$ cat config.mk
export PLATFORM = sky130hd
export DESIGN_NAME = converter_interface
export DESIGN_NICKNAME = d
export VERILOG_FILES = /design/src/hdl/converter_interface.v /design/src/hdl/sample_fifo.v
export VERILOG_INCLUDE_DIRS = /design/src /design/src/hdl
export SDC_FILE = /design/constraint.sdc
export NUM_CORES = 1
export LEC_CHECK = 0
export BUFFER_PORTS_ARGS = -buffer_cell sky130_fd_sc_hd__buf_2
export CAP_MARGIN = 40
export CORE_MARGIN = 2
export CORE_UTILIZATION = 34
export DETAILED_ROUTE_END_ITERATION = 7
export GPL_TIMING_DRIVEN = 1
export PLACE_DENSITY = 0.61
export SLEW_MARGIN = 20
export SYNTH_ARGS = -nofsm -noshare
export SYNTH_HDL_FRONTEND = slang
export SYNTH_SLANG_ARGS = --single-unit
$ cat constraint.sdc
create_clock -name mclk -period 5.2 [get_ports mclk]
set_input_delay 0.78 -clock mclk [delete_from_list [all_inputs] [get_ports mclk]]
set_output_delay 0.78 -clock mclk [all_outputs]
set_load 0.03 [all_outputs]
$ cat src/hdl/converter_map.vh
// Constants for the converter clock and data interface.
// Assumes inclusion by bare name from design files under hdl/.
`ifndef CONVERTER_MAP_VH
`define CONVERTER_MAP_VH

// ****************************************************************
// Widths
// ****************************************************************
`define ADC_WIDTH 12
`define DAC_WIDTH 16
`define CFG_WIDTH 8

// ****************************************************************
// Pin index positions inside the synchroniser vector
// ****************************************************************
`define PIN_EXT_CLK 0
`define PIN_LOGIC_CLK_A 1
`define PIN_LOGIC_CLK_B 2
`define PIN_SEL_A 3
`define PIN_SEL_B 4
`define PIN_DAC_CLK 5
`define PIN_CFG_SCLK 6
`define PIN_CFG_SDATA 7
`define PIN_CFG_LOAD_N 8
`define PIN_COUNT 9

// ****************************************************************
// Output converter mode word: field positions and reset value
// ****************************************************************
`define CFG_PLL_BIT 0
`define CFG_SWAP_BIT 1
`define CFG_RESET 8'h00

// ****************************************************************
// Buffering
// ****************************************************************
`define DAC_FIFO_DEPTH 16

`endif

$ cat src/hdl/converter_interface.v
// Converter side of the sample-clock and data interface: two input
// converters with demultiplexed outputs and a two-channel output converter.
// Assumes every pin input is asynchronous to mclk and much slower than it;
// sample words on adcSample are steady around the sample clock edges.
`timescale 1ns/100ps

`include "converter_map.vh"

// What this block does
// - Two 12-bit buses, half-rate data clock
// - Each input converter has own clock
// - Both output channels share one clock
// - PLL off: returned clock times output data
// - Reset gives plain two-channel mode; serial config
module converter_interface (
    input wire mclk,
    input wire rst,
    input wire ce,
    input wire extSampleClk,
    input wire logicClkA,
    input wire logicClkB,
    input wire selLogicA,
    input wire selLogicB,
    input wire [23:0] adcSample,
    output reg [23:0] adcBusEarly_ff,
    output reg [23:0] adcBusLate_ff,
    output reg [1:0] adcDataClk_ff,
    input wire dacSampleClk,
    input wire [15:0] dacDataA,
    input wire [15:0] dacDataB,
    input wire dacHold,
    output reg dacFifoReady_ff,
    output reg dacRetClk_ff,
    output reg [15:0] dacOutA_ff,
    output reg [15:0] dacOutB_ff,
    input wire cfgSclk,
    input wire cfgSdata,
    input wire cfgLoad_n,
    output reg [7:0] cfgWord_ff
);

    // ****************************************************************
    // Pin synchronisers
    // ****************************************************************
    wire [`PIN_COUNT-1:0] pinRaw; // Asynchronous pins gathered
    reg [`PIN_COUNT-1:0] syncOne_ff; // First stage, read by stage two only
    reg [`PIN_COUNT-1:0] syncTwo_ff; // Second stage
    reg [`PIN_COUNT-1:0] syncThree_ff; // Third stage
    reg [`PIN_COUNT-1:0] pinLvl_ff; // Level accepted once stages agree
    reg [`PIN_COUNT-1:0] pinRise; // One-cycle rising strobes

    assign pinRaw = {cfgLoad_n, cfgSdata, cfgSclk, dacSampleClk,
                     selLogicB, selLogicA, logicClkB, logicClkA,
                     extSampleClk};

    genvar p;
    generate
        for (p = 0; p < `PIN_COUNT; p = p + 1) begin : pinSync
            // Reset to the pin's idle level, so release makes no false edge
            localparam IDLE_LVL = (p == `PIN_CFG_LOAD_N) ? 1'b1 : 1'b0;

            // Three stages; a change counts only when two and three agree
            always @(posedge mclk or posedge rst) begin
                if (rst) begin
                    syncOne_ff[p] <= IDLE_LVL;
                    syncTwo_ff[p] <= IDLE_LVL;
                    syncThree_ff[p] <= IDLE_LVL;
                    pinLvl_ff[p] <= IDLE_LVL;
                end else if (ce) begin
                    syncOne_ff[p] <= pinRaw[p];
                    syncTwo_ff[p] <= syncOne_ff[p];
                    syncThree_ff[p] <= syncTwo_ff[p];
                    if (syncTwo_ff[p] == syncThree_ff[p]) begin
                        pinLvl_ff[p] <= syncThree_ff[p];
                    end
                end
            end

            // Rising change, seen the cycle the level is accepted
            always @* begin
                pinRise[p] = syncTwo_ff[p] & syncThree_ff[p] & ~pinLvl_ff[p];
            end
        end
    endgenerate

    // ****************************************************************
    // Input converters, one per channel
    // ****************************************************************
    reg [1:0] selClkPrev_ff; // Previous selected sample clock level
    reg [1:0] phase_ff; // Which half of the sample pair is next
    reg [23:0] holdEarly_ff; // Earlier sample waiting for its partner
    wire [1:0] selClk; // Selected sample clock level per converter
    wire [1:0] selLvl; // Filtered select levels

    assign selLvl = {pinLvl_ff[`PIN_SEL_B], pinLvl_ff[`PIN_SEL_A]};

    genvar k;
    generate
        for (k = 0; k < 2; k = k + 1) begin : adcChan
            // Each converter picks its own source, so rates may differ
            // Logic keeps the select steady while sampling
            assign selClk[k] = selLvl[k] ?
                pinLvl_ff[`PIN_LOGIC_CLK_A + k] :
                pinLvl_ff[`PIN_EXT_CLK];

            // Sample pairing and the half-rate data clock
            always @(posedge mclk or posedge rst) begin
                if (rst) begin
                    selClkPrev_ff[k] <= 1'b0;
                    phase_ff[k] <= 1'b0;
                    holdEarly_ff[k*12 +: 12] <= 12'h000;
                    adcBusEarly_ff[k*12 +: 12] <= 12'h000;
                    adcBusLate_ff[k*12 +: 12] <= 12'h000;
                    adcDataClk_ff[k] <= 1'b0;
                end else if (ce) begin
                    selClkPrev_ff[k] <= selClk[k];
                    if (selClk[k] & ~selClkPrev_ff[k]) begin
                        phase_ff[k] <= ~phase_ff[k];
                        // Data clock toggles per sample: half the rate;
                        // low after the first sample, high with the buses
                        adcDataClk_ff[k] <= phase_ff[k];
                        if (!phase_ff[k]) begin
                            // First of the pair waits for its partner
                            holdEarly_ff[k*12 +: 12] <=
                                adcSample[k*12 +: 12];
                        end else begin
                            // Both buses change with the data clock rise
                            adcBusEarly_ff[k*12 +: 12] <=
                                holdEarly_ff[k*12 +: 12];
                            adcBusLate_ff[k*12 +: 12] <=
                                adcSample[k*12 +: 12];
                        end
                    end
                end
            end
        end
    endgenerate

    // ****************************************************************
    // Serial configuration of the output converter
    // ****************************************************************
    reg [7:0] cfgShift_ff; // Bits shifted in while load is low
    wire cfgLoadRise; // Load released: commit the word

    assign cfgLoadRise = pinRise[`PIN_CFG_LOAD_N];

    // Reset leaves a plain two-channel converter with the PLL off
    always @(posedge mclk or posedge rst) begin
        if (rst) begin
            cfgShift_ff <= `CFG_RESET;
            cfgWord_ff <= `CFG_RESET;
        end else if (ce) begin
            if (pinRise[`PIN_CFG_SCLK] & ~pinLvl_ff[`PIN_CFG_LOAD_N]) begin
                // Most significant bit first
                cfgShift_ff <= {cfgShift_ff[6:0],
                                pinLvl_ff[`PIN_CFG_SDATA]};
            end
            if (cfgLoadRise) begin
                cfgWord_ff <= cfgShift_ff;
            end
        end
    end

    // ****************************************************************
    // Output converter: shared sample clock, returned clock, buffer
    // ****************************************************************
    wire dacEdge; // Rising edge of the single shared sample clock
    wire pllOn; // Internal PLL enabled by configuration
    wire fifoInReady;
    wire fifoOutValid;
    wire [31:0] fifoOutData;
    wire drainReady; // Core takes a word on each sample edge unless held

    assign dacEdge = pinRise[`PIN_DAC_CLK];
    assign pllOn = cfgWord_ff[`CFG_PLL_BIT];
    assign drainReady = dacEdge & ~dacHold;

    // Words enter on the sample edge; with the PLL off that edge is also
    // the returned clock edge, so both timings coincide here
    sample_fifo #(
        .WIDTH(32),
        .DEPTH(`DAC_FIFO_DEPTH),
        .AW(4)
    ) dacFifo (
        .mclk(mclk),
        .rst(rst),
        .ce(ce),
        .inValid(dacEdge),
        .inReady(fifoInReady),
        .inData({dacDataB, dacDataA}),
        .outValid(fifoOutValid),
        .outReady(drainReady),
        .outData(fifoOutData)
    );

    // Returned clock only while the PLL is off; held low otherwise
    always @(posedge mclk or posedge rst) begin
        if (rst) begin
            dacRetClk_ff <= 1'b0;
            dacFifoReady_ff <= 1'b0;
            dacOutA_ff <= 16'h0000;
            dacOutB_ff <= 16'h0000;
        end else if (ce) begin
            dacRetClk_ff <= pinLvl_ff[`PIN_DAC_CLK] & ~pllOn;
            dacFifoReady_ff <= fifoInReady;
            // Both channels update together on the one clock
            if (drainReady & fifoOutValid) begin
                if (cfgWord_ff[`CFG_SWAP_BIT]) begin
                    dacOutA_ff <= fifoOutData[31:16];
                    dacOutB_ff <= fifoOutData[15:0];
                end else begin
                    dacOutA_ff <= fifoOutData[15:0];
                    dacOutB_ff <= fifoOutData[31:16];
                end
            end
        end
    end

endmodule

$ cat src/hdl/sample_fifo.v
// Synchronous FIFO with valid and ready on both sides.
// Assumes one clock, an active-high asynchronous reset and a clock enable.
`timescale 1ns/100ps

module sample_fifo #(
    parameter WIDTH = 32,
    parameter DEPTH = 16,
    parameter AW = 4
) (
    input wire mclk,
    input wire rst,
    input wire ce,
    input wire inValid,
    output wire inReady,
    input wire [WIDTH-1:0] inData,
    output wire outValid,
    input wire outReady,
    output wire [WIDTH-1:0] outData
);

    // ****************************************************************
    // Storage and pointers
    // ****************************************************************
    reg [WIDTH-1:0] mem [0:DEPTH-1]; // Word store
    reg [AW:0] wrPtr_ff; // Write pointer, extra bit tells full from empty
    reg [AW:0] rdPtr_ff; // Read pointer
    wire isEmpty;
    wire isFull;
    wire doWrite;
    wire doRead;

    assign isEmpty = (wrPtr_ff == rdPtr_ff);
    assign isFull = (wrPtr_ff[AW] != rdPtr_ff[AW]) &&
                    (wrPtr_ff[AW-1:0] == rdPtr_ff[AW-1:0]);
    assign inReady = ~isFull;
    assign outValid = ~isEmpty;
    assign outData = mem[rdPtr_ff[AW-1:0]];
    // Frozen clock enable blocks both sides so pointers cannot drift
    assign doWrite = ce & inValid & ~isFull;
    assign doRead = ce & outReady & ~isEmpty;

    // ****************************************************************
    // Store write; memory has no reset, contents are don't-care
    // ****************************************************************
    always @(posedge mclk) begin
        if (doWrite) begin
            mem[wrPtr_ff[AW-1:0]] <= inData;
        end
    end

    // Pointer update
    always @(posedge mclk or posedge rst) begin
        if (rst) begin
            wrPtr_ff <= {(AW+1){1'b0}};
            rdPtr_ff <= {(AW+1){1'b0}};
        end else begin
            if (doWrite) begin
                wrPtr_ff <= wrPtr_ff + 1'b1;
            end
            if (doRead) begin
                rdPtr_ff <= rdPtr_ff + 1'b1;
            end
        end
    end

endmodule
==> results by group <==
Die
  • # rows: around 100
  • Io pins: around 160
  • Die W: 285 µm
  • Initial Util: around a third
  • Core area: between 70000 and 80000 µm²
  • Die height: 285 µm
  • Die Area: 81100 µm²

Clock tree
  • CTS tree: built
  • Post_cts resized: 0
  • CTS sink cnt: 686
  • Setup bufs post-CTS: 0
  • Clk buf depth: 3
  • H-tree level count: 3
  • Clock Latency Late Sink: ~0.61 ns
  • Clock slew at reported path FFs: roughly 0.06 ns
  • Post-CTS Hold Fix Bufs: 0
  • Clk root buf: clkbuf_16
  • Number of buffers created by CTS: 74

Synthesis
  • Top-area cell type share of the netlist area: 57.4%
  • Post-synthesis register bit count: between 600 and 700
  • Top cells by count, synth: edfxtp_1 (512), mux2_2 (181), dfrtp_1 (170)
  • Ys async rst share: between 20% and 30%
  • Synth area leader: edfxtp_1
  • Most common flop cell mapped by yosys: edfxtp_1
  • Post-synthesis cell count: approximately 1400
  • Post-Syn Nets: ~1500
  • Count of different cell masters after synthesis: 40
  • Count leader, synth: edfxtp_1
  • Ranking of synthesized cells by area: edfxtp_1 (57%), dfrtp_1 (16%), mux4_2 (8.1%)
  • Post-synthesis cell area: approximately 27000 µm²
  • Yosys warns: 0
  • Register area share after synthesis: around three quarters
  • Number of flops mapped to enable cells by yosys: ~510
  • Mean Syn Cell Area: roughly 19 µm²

STA
  • Worst Skew: around 0.019 ns
  • Tmin final: around 3.3 ns
  • Max Clock Freq: between 0.3 and 0.4 GHz
  • Slew @ Worst Pin: ~0.99 ns
  • Setup_tns: 0 ns
  • RSZ-0062 raised after global routing: false
  • Setup violations, final: 0
  • Slew headroom: about a third
  • Fin worst setup slack: around 1.9 ns
  • Final hold violations: 0
  • Period utilization: 62.5%
  • Final Max Slew Viols: 0

Worst setup path
  • Worst Reg2Reg Path Length in Cells: 6
  • CP startpoint kind: flip-flop
  • Worst setup EP type: flip-flop
  • Req. time, crit path: roughly 5.7 ns
  • Critical path class: flip-flop to flip-flop
  • Highest fanout seen on the critical path: 21
  • Arrival time worst endpoint: between 3 and 4 ns

Power and ir drop
  • P_leak: 0.0112 µW
  • Pwr dens: 521 nW/µm²
  • VDD IR-drop max: 386 µV

Route
  • Wirelength per Cell: ~22 µm
  • Iter 0 DRT Violations: between 1000 and 1500
  • Antenna-violating nets left: 0
  • Drc violations: 0
  • Total wire length: around 60000 µm
  • DRT Pass-1 Iters: 7
  • Via density per instance: roughly 5.1
  • Via count: around 14000

Global routing
  • GRT met3 Usage: approximately 3.4%
  • Remaining global-route overflow: 0
  • Global Route Usage Sum: 14.7%
  • GR Layer Usage met2: a little under a quarter
  • GRT met1 Usage: about a fifth
  • First-pass GRT wire length: approximately 90000 µm
  • Initial antenna violation count: 6
  • Largest net degree at the start of global routing: around 160
  • Most used routing layer: met2
  • Number of global-route vias before repair: around 14000

Place
  • Dpl ws: 1.95 ns
  • RePlAce Congestion: roughly 0.75
  • Buffers on Ports: 160
  • DPL Wire Length: ~37000 µm

Final layout
  • Layout area overhead: 17.6%
  • Layout cells sized above 1: roughly two fifths
  • Seq. cell area: roughly 20000 µm²
  • Area of the multi-input gates: 6520 µm²
  • Nets: 1651
  • Fillers: between 6000 and 7000

Worst hold path
  • Min-delay worst type: input port to async pin

Flow run
  • Max-cap violations: 0

Status
  • Outcome: completed
==> cell type report <==
cell class	count	share of cell area (%)
tap	1040	4.13
multi-input combinational	581	20.7
timing repair buffer	192	4.01
clock buffer	99	6.73
inverter	39	0.476
antenna	2	0.0159
clock inverter	36	1.27
sequential	686	62.7
==> cells in the final DEF (no fill, tap or decap), drive strengths merged <==
master    count
and2          1
and3         15
buf         192
dfstp         4
clkinv       21
a211o         1
inv          45
mux2i         2
edfxtp      512
nor3b         2
diode         2
dfrtp       170
a221oi       32
o21ai        36
nand2b        8
o221ai       64
mux2        182
nand3         1
a21oi        15
nand2        42
clkbuf       99
nand4         2
nor4          1
nor2b        37
nor2         12
mux4         96
xor2          8
a211oi        1
ha            8
xnor2         7
clkinvlp      2
nor3          1
a31oi         1
and2b         2
bufinv        7
nor4bb        1
nand3b        3
==> final timing paths <==
path	endpoint	slack (ns)	from
worst max-delay path	dacOutA_ff[13]	1.95	dacFifo.rdPtr_ff[2]
worst min-delay path	holdEarly_ff[11]	0.19	rst
worst max register to register	dacOutA_ff[13]	1.95	dacFifo.rdPtr_ff[2]
worst min register to register	dacOutB_ff[11]	0.49	dacOutB_ff[11]
max in group asynchronous	dacFifo.rdPtr_ff[0]	4.02	rst
min in group mclk	syncOne_ff[5]	0.41	dacSampleClk
==> state kept, by name, indices dropped and copies added, names as in the netlist <==
| register | cells |
|---|---|
| cfgWord_ff | 8 |
| cfgShift_ff | 8 |
| dacOutA_ff | 16 |
| syncTwo_ff | 9 |
| dacOutB_ff | 16 |
| adcBusEarly_ff | 24 |
| phase_ff | 2 |
| dacFifo.rdPtr_ff | 5 |
| dacFifo.mem | 512 |
| syncThree_ff | 9 |
| dacFifoReady_ff | 1 |
| adcBusLate_ff | 24 |
| selClkPrev_ff | 2 |
| pinLvl_ff | 9 |
| dacRetClk_ff | 1 |
| holdEarly_ff | 24 |
| adcDataClk_ff | 2 |
| syncOne_ff | 9 |
| dacFifo.wrPtr_ff | 5 |
==> cells by family (layout without fill, tap and decap cells) <==
logic type | count (synthesis) | in the layout | share of synthesized area, %
AO/OA/AOI/OAI | 150 | 150 | 4.94
flip-flops | 686 | 686 | 73.6
other | 0 | 2 | 0
adder cells (fa/ha/maj) | 8 | 8 | 0.374
XOR/XNOR | 15 | 15 | 0.490
buffers and inverters | 115 | 366 | 2.17
multiplexers | 280 | 280 | 15.8
AND/OR/NAND/NOR | 128 | 128 | 2.60
==> per-layer routing <==
layer / vias to the layer above / part of all wire (%)
met5: - / 0.24
met4: 10 / 1.8
met3: 85 / 7.2
met2: 481 / 47
met1: 7160 / 44
li1: 5924 / -
==> power breakdown <==
part | switching (µW) | leakage (µW) | internal (µW) | total [µW]
Combinational | 2420 | 0.00317 | 1750 | 4170
Sequential | 396 | 0.00677 | 6480 | 6870
Clock | 2130 | 0.00124 | 3240 | 5370
==> per-stage QoR <==
step | std cells | cell area (µm²) | power [µW] | util [%] | hold slack [ns]
finish | 2675 | 31500 | 16400 | 40.5 | 0.193
global route | 2673 | 31500 | 17100 | 40.5 | 0.213
CTS | 2673 | 31500 | 16600 | 40.5 | 0.176
detailed placement | 2538 | 29000 | 11200 | 37.3 | 0.470
global placement | 2524 | 28700 | 11100 | 36.9 | 0.468
floorplan | 1382 | 26800 | 10000 | - | 0.459
==> critical path: stages (launching register included) <==
cell and delay [ns]:
dfrtp_2 0.81, nand2_1 0.59, buf_4 0.44, o221ai_1 0.32, o21ai_0 0.20, a221oi_2 0.54
o221ai_1 0.17
(Power assumes the default switching activity.)
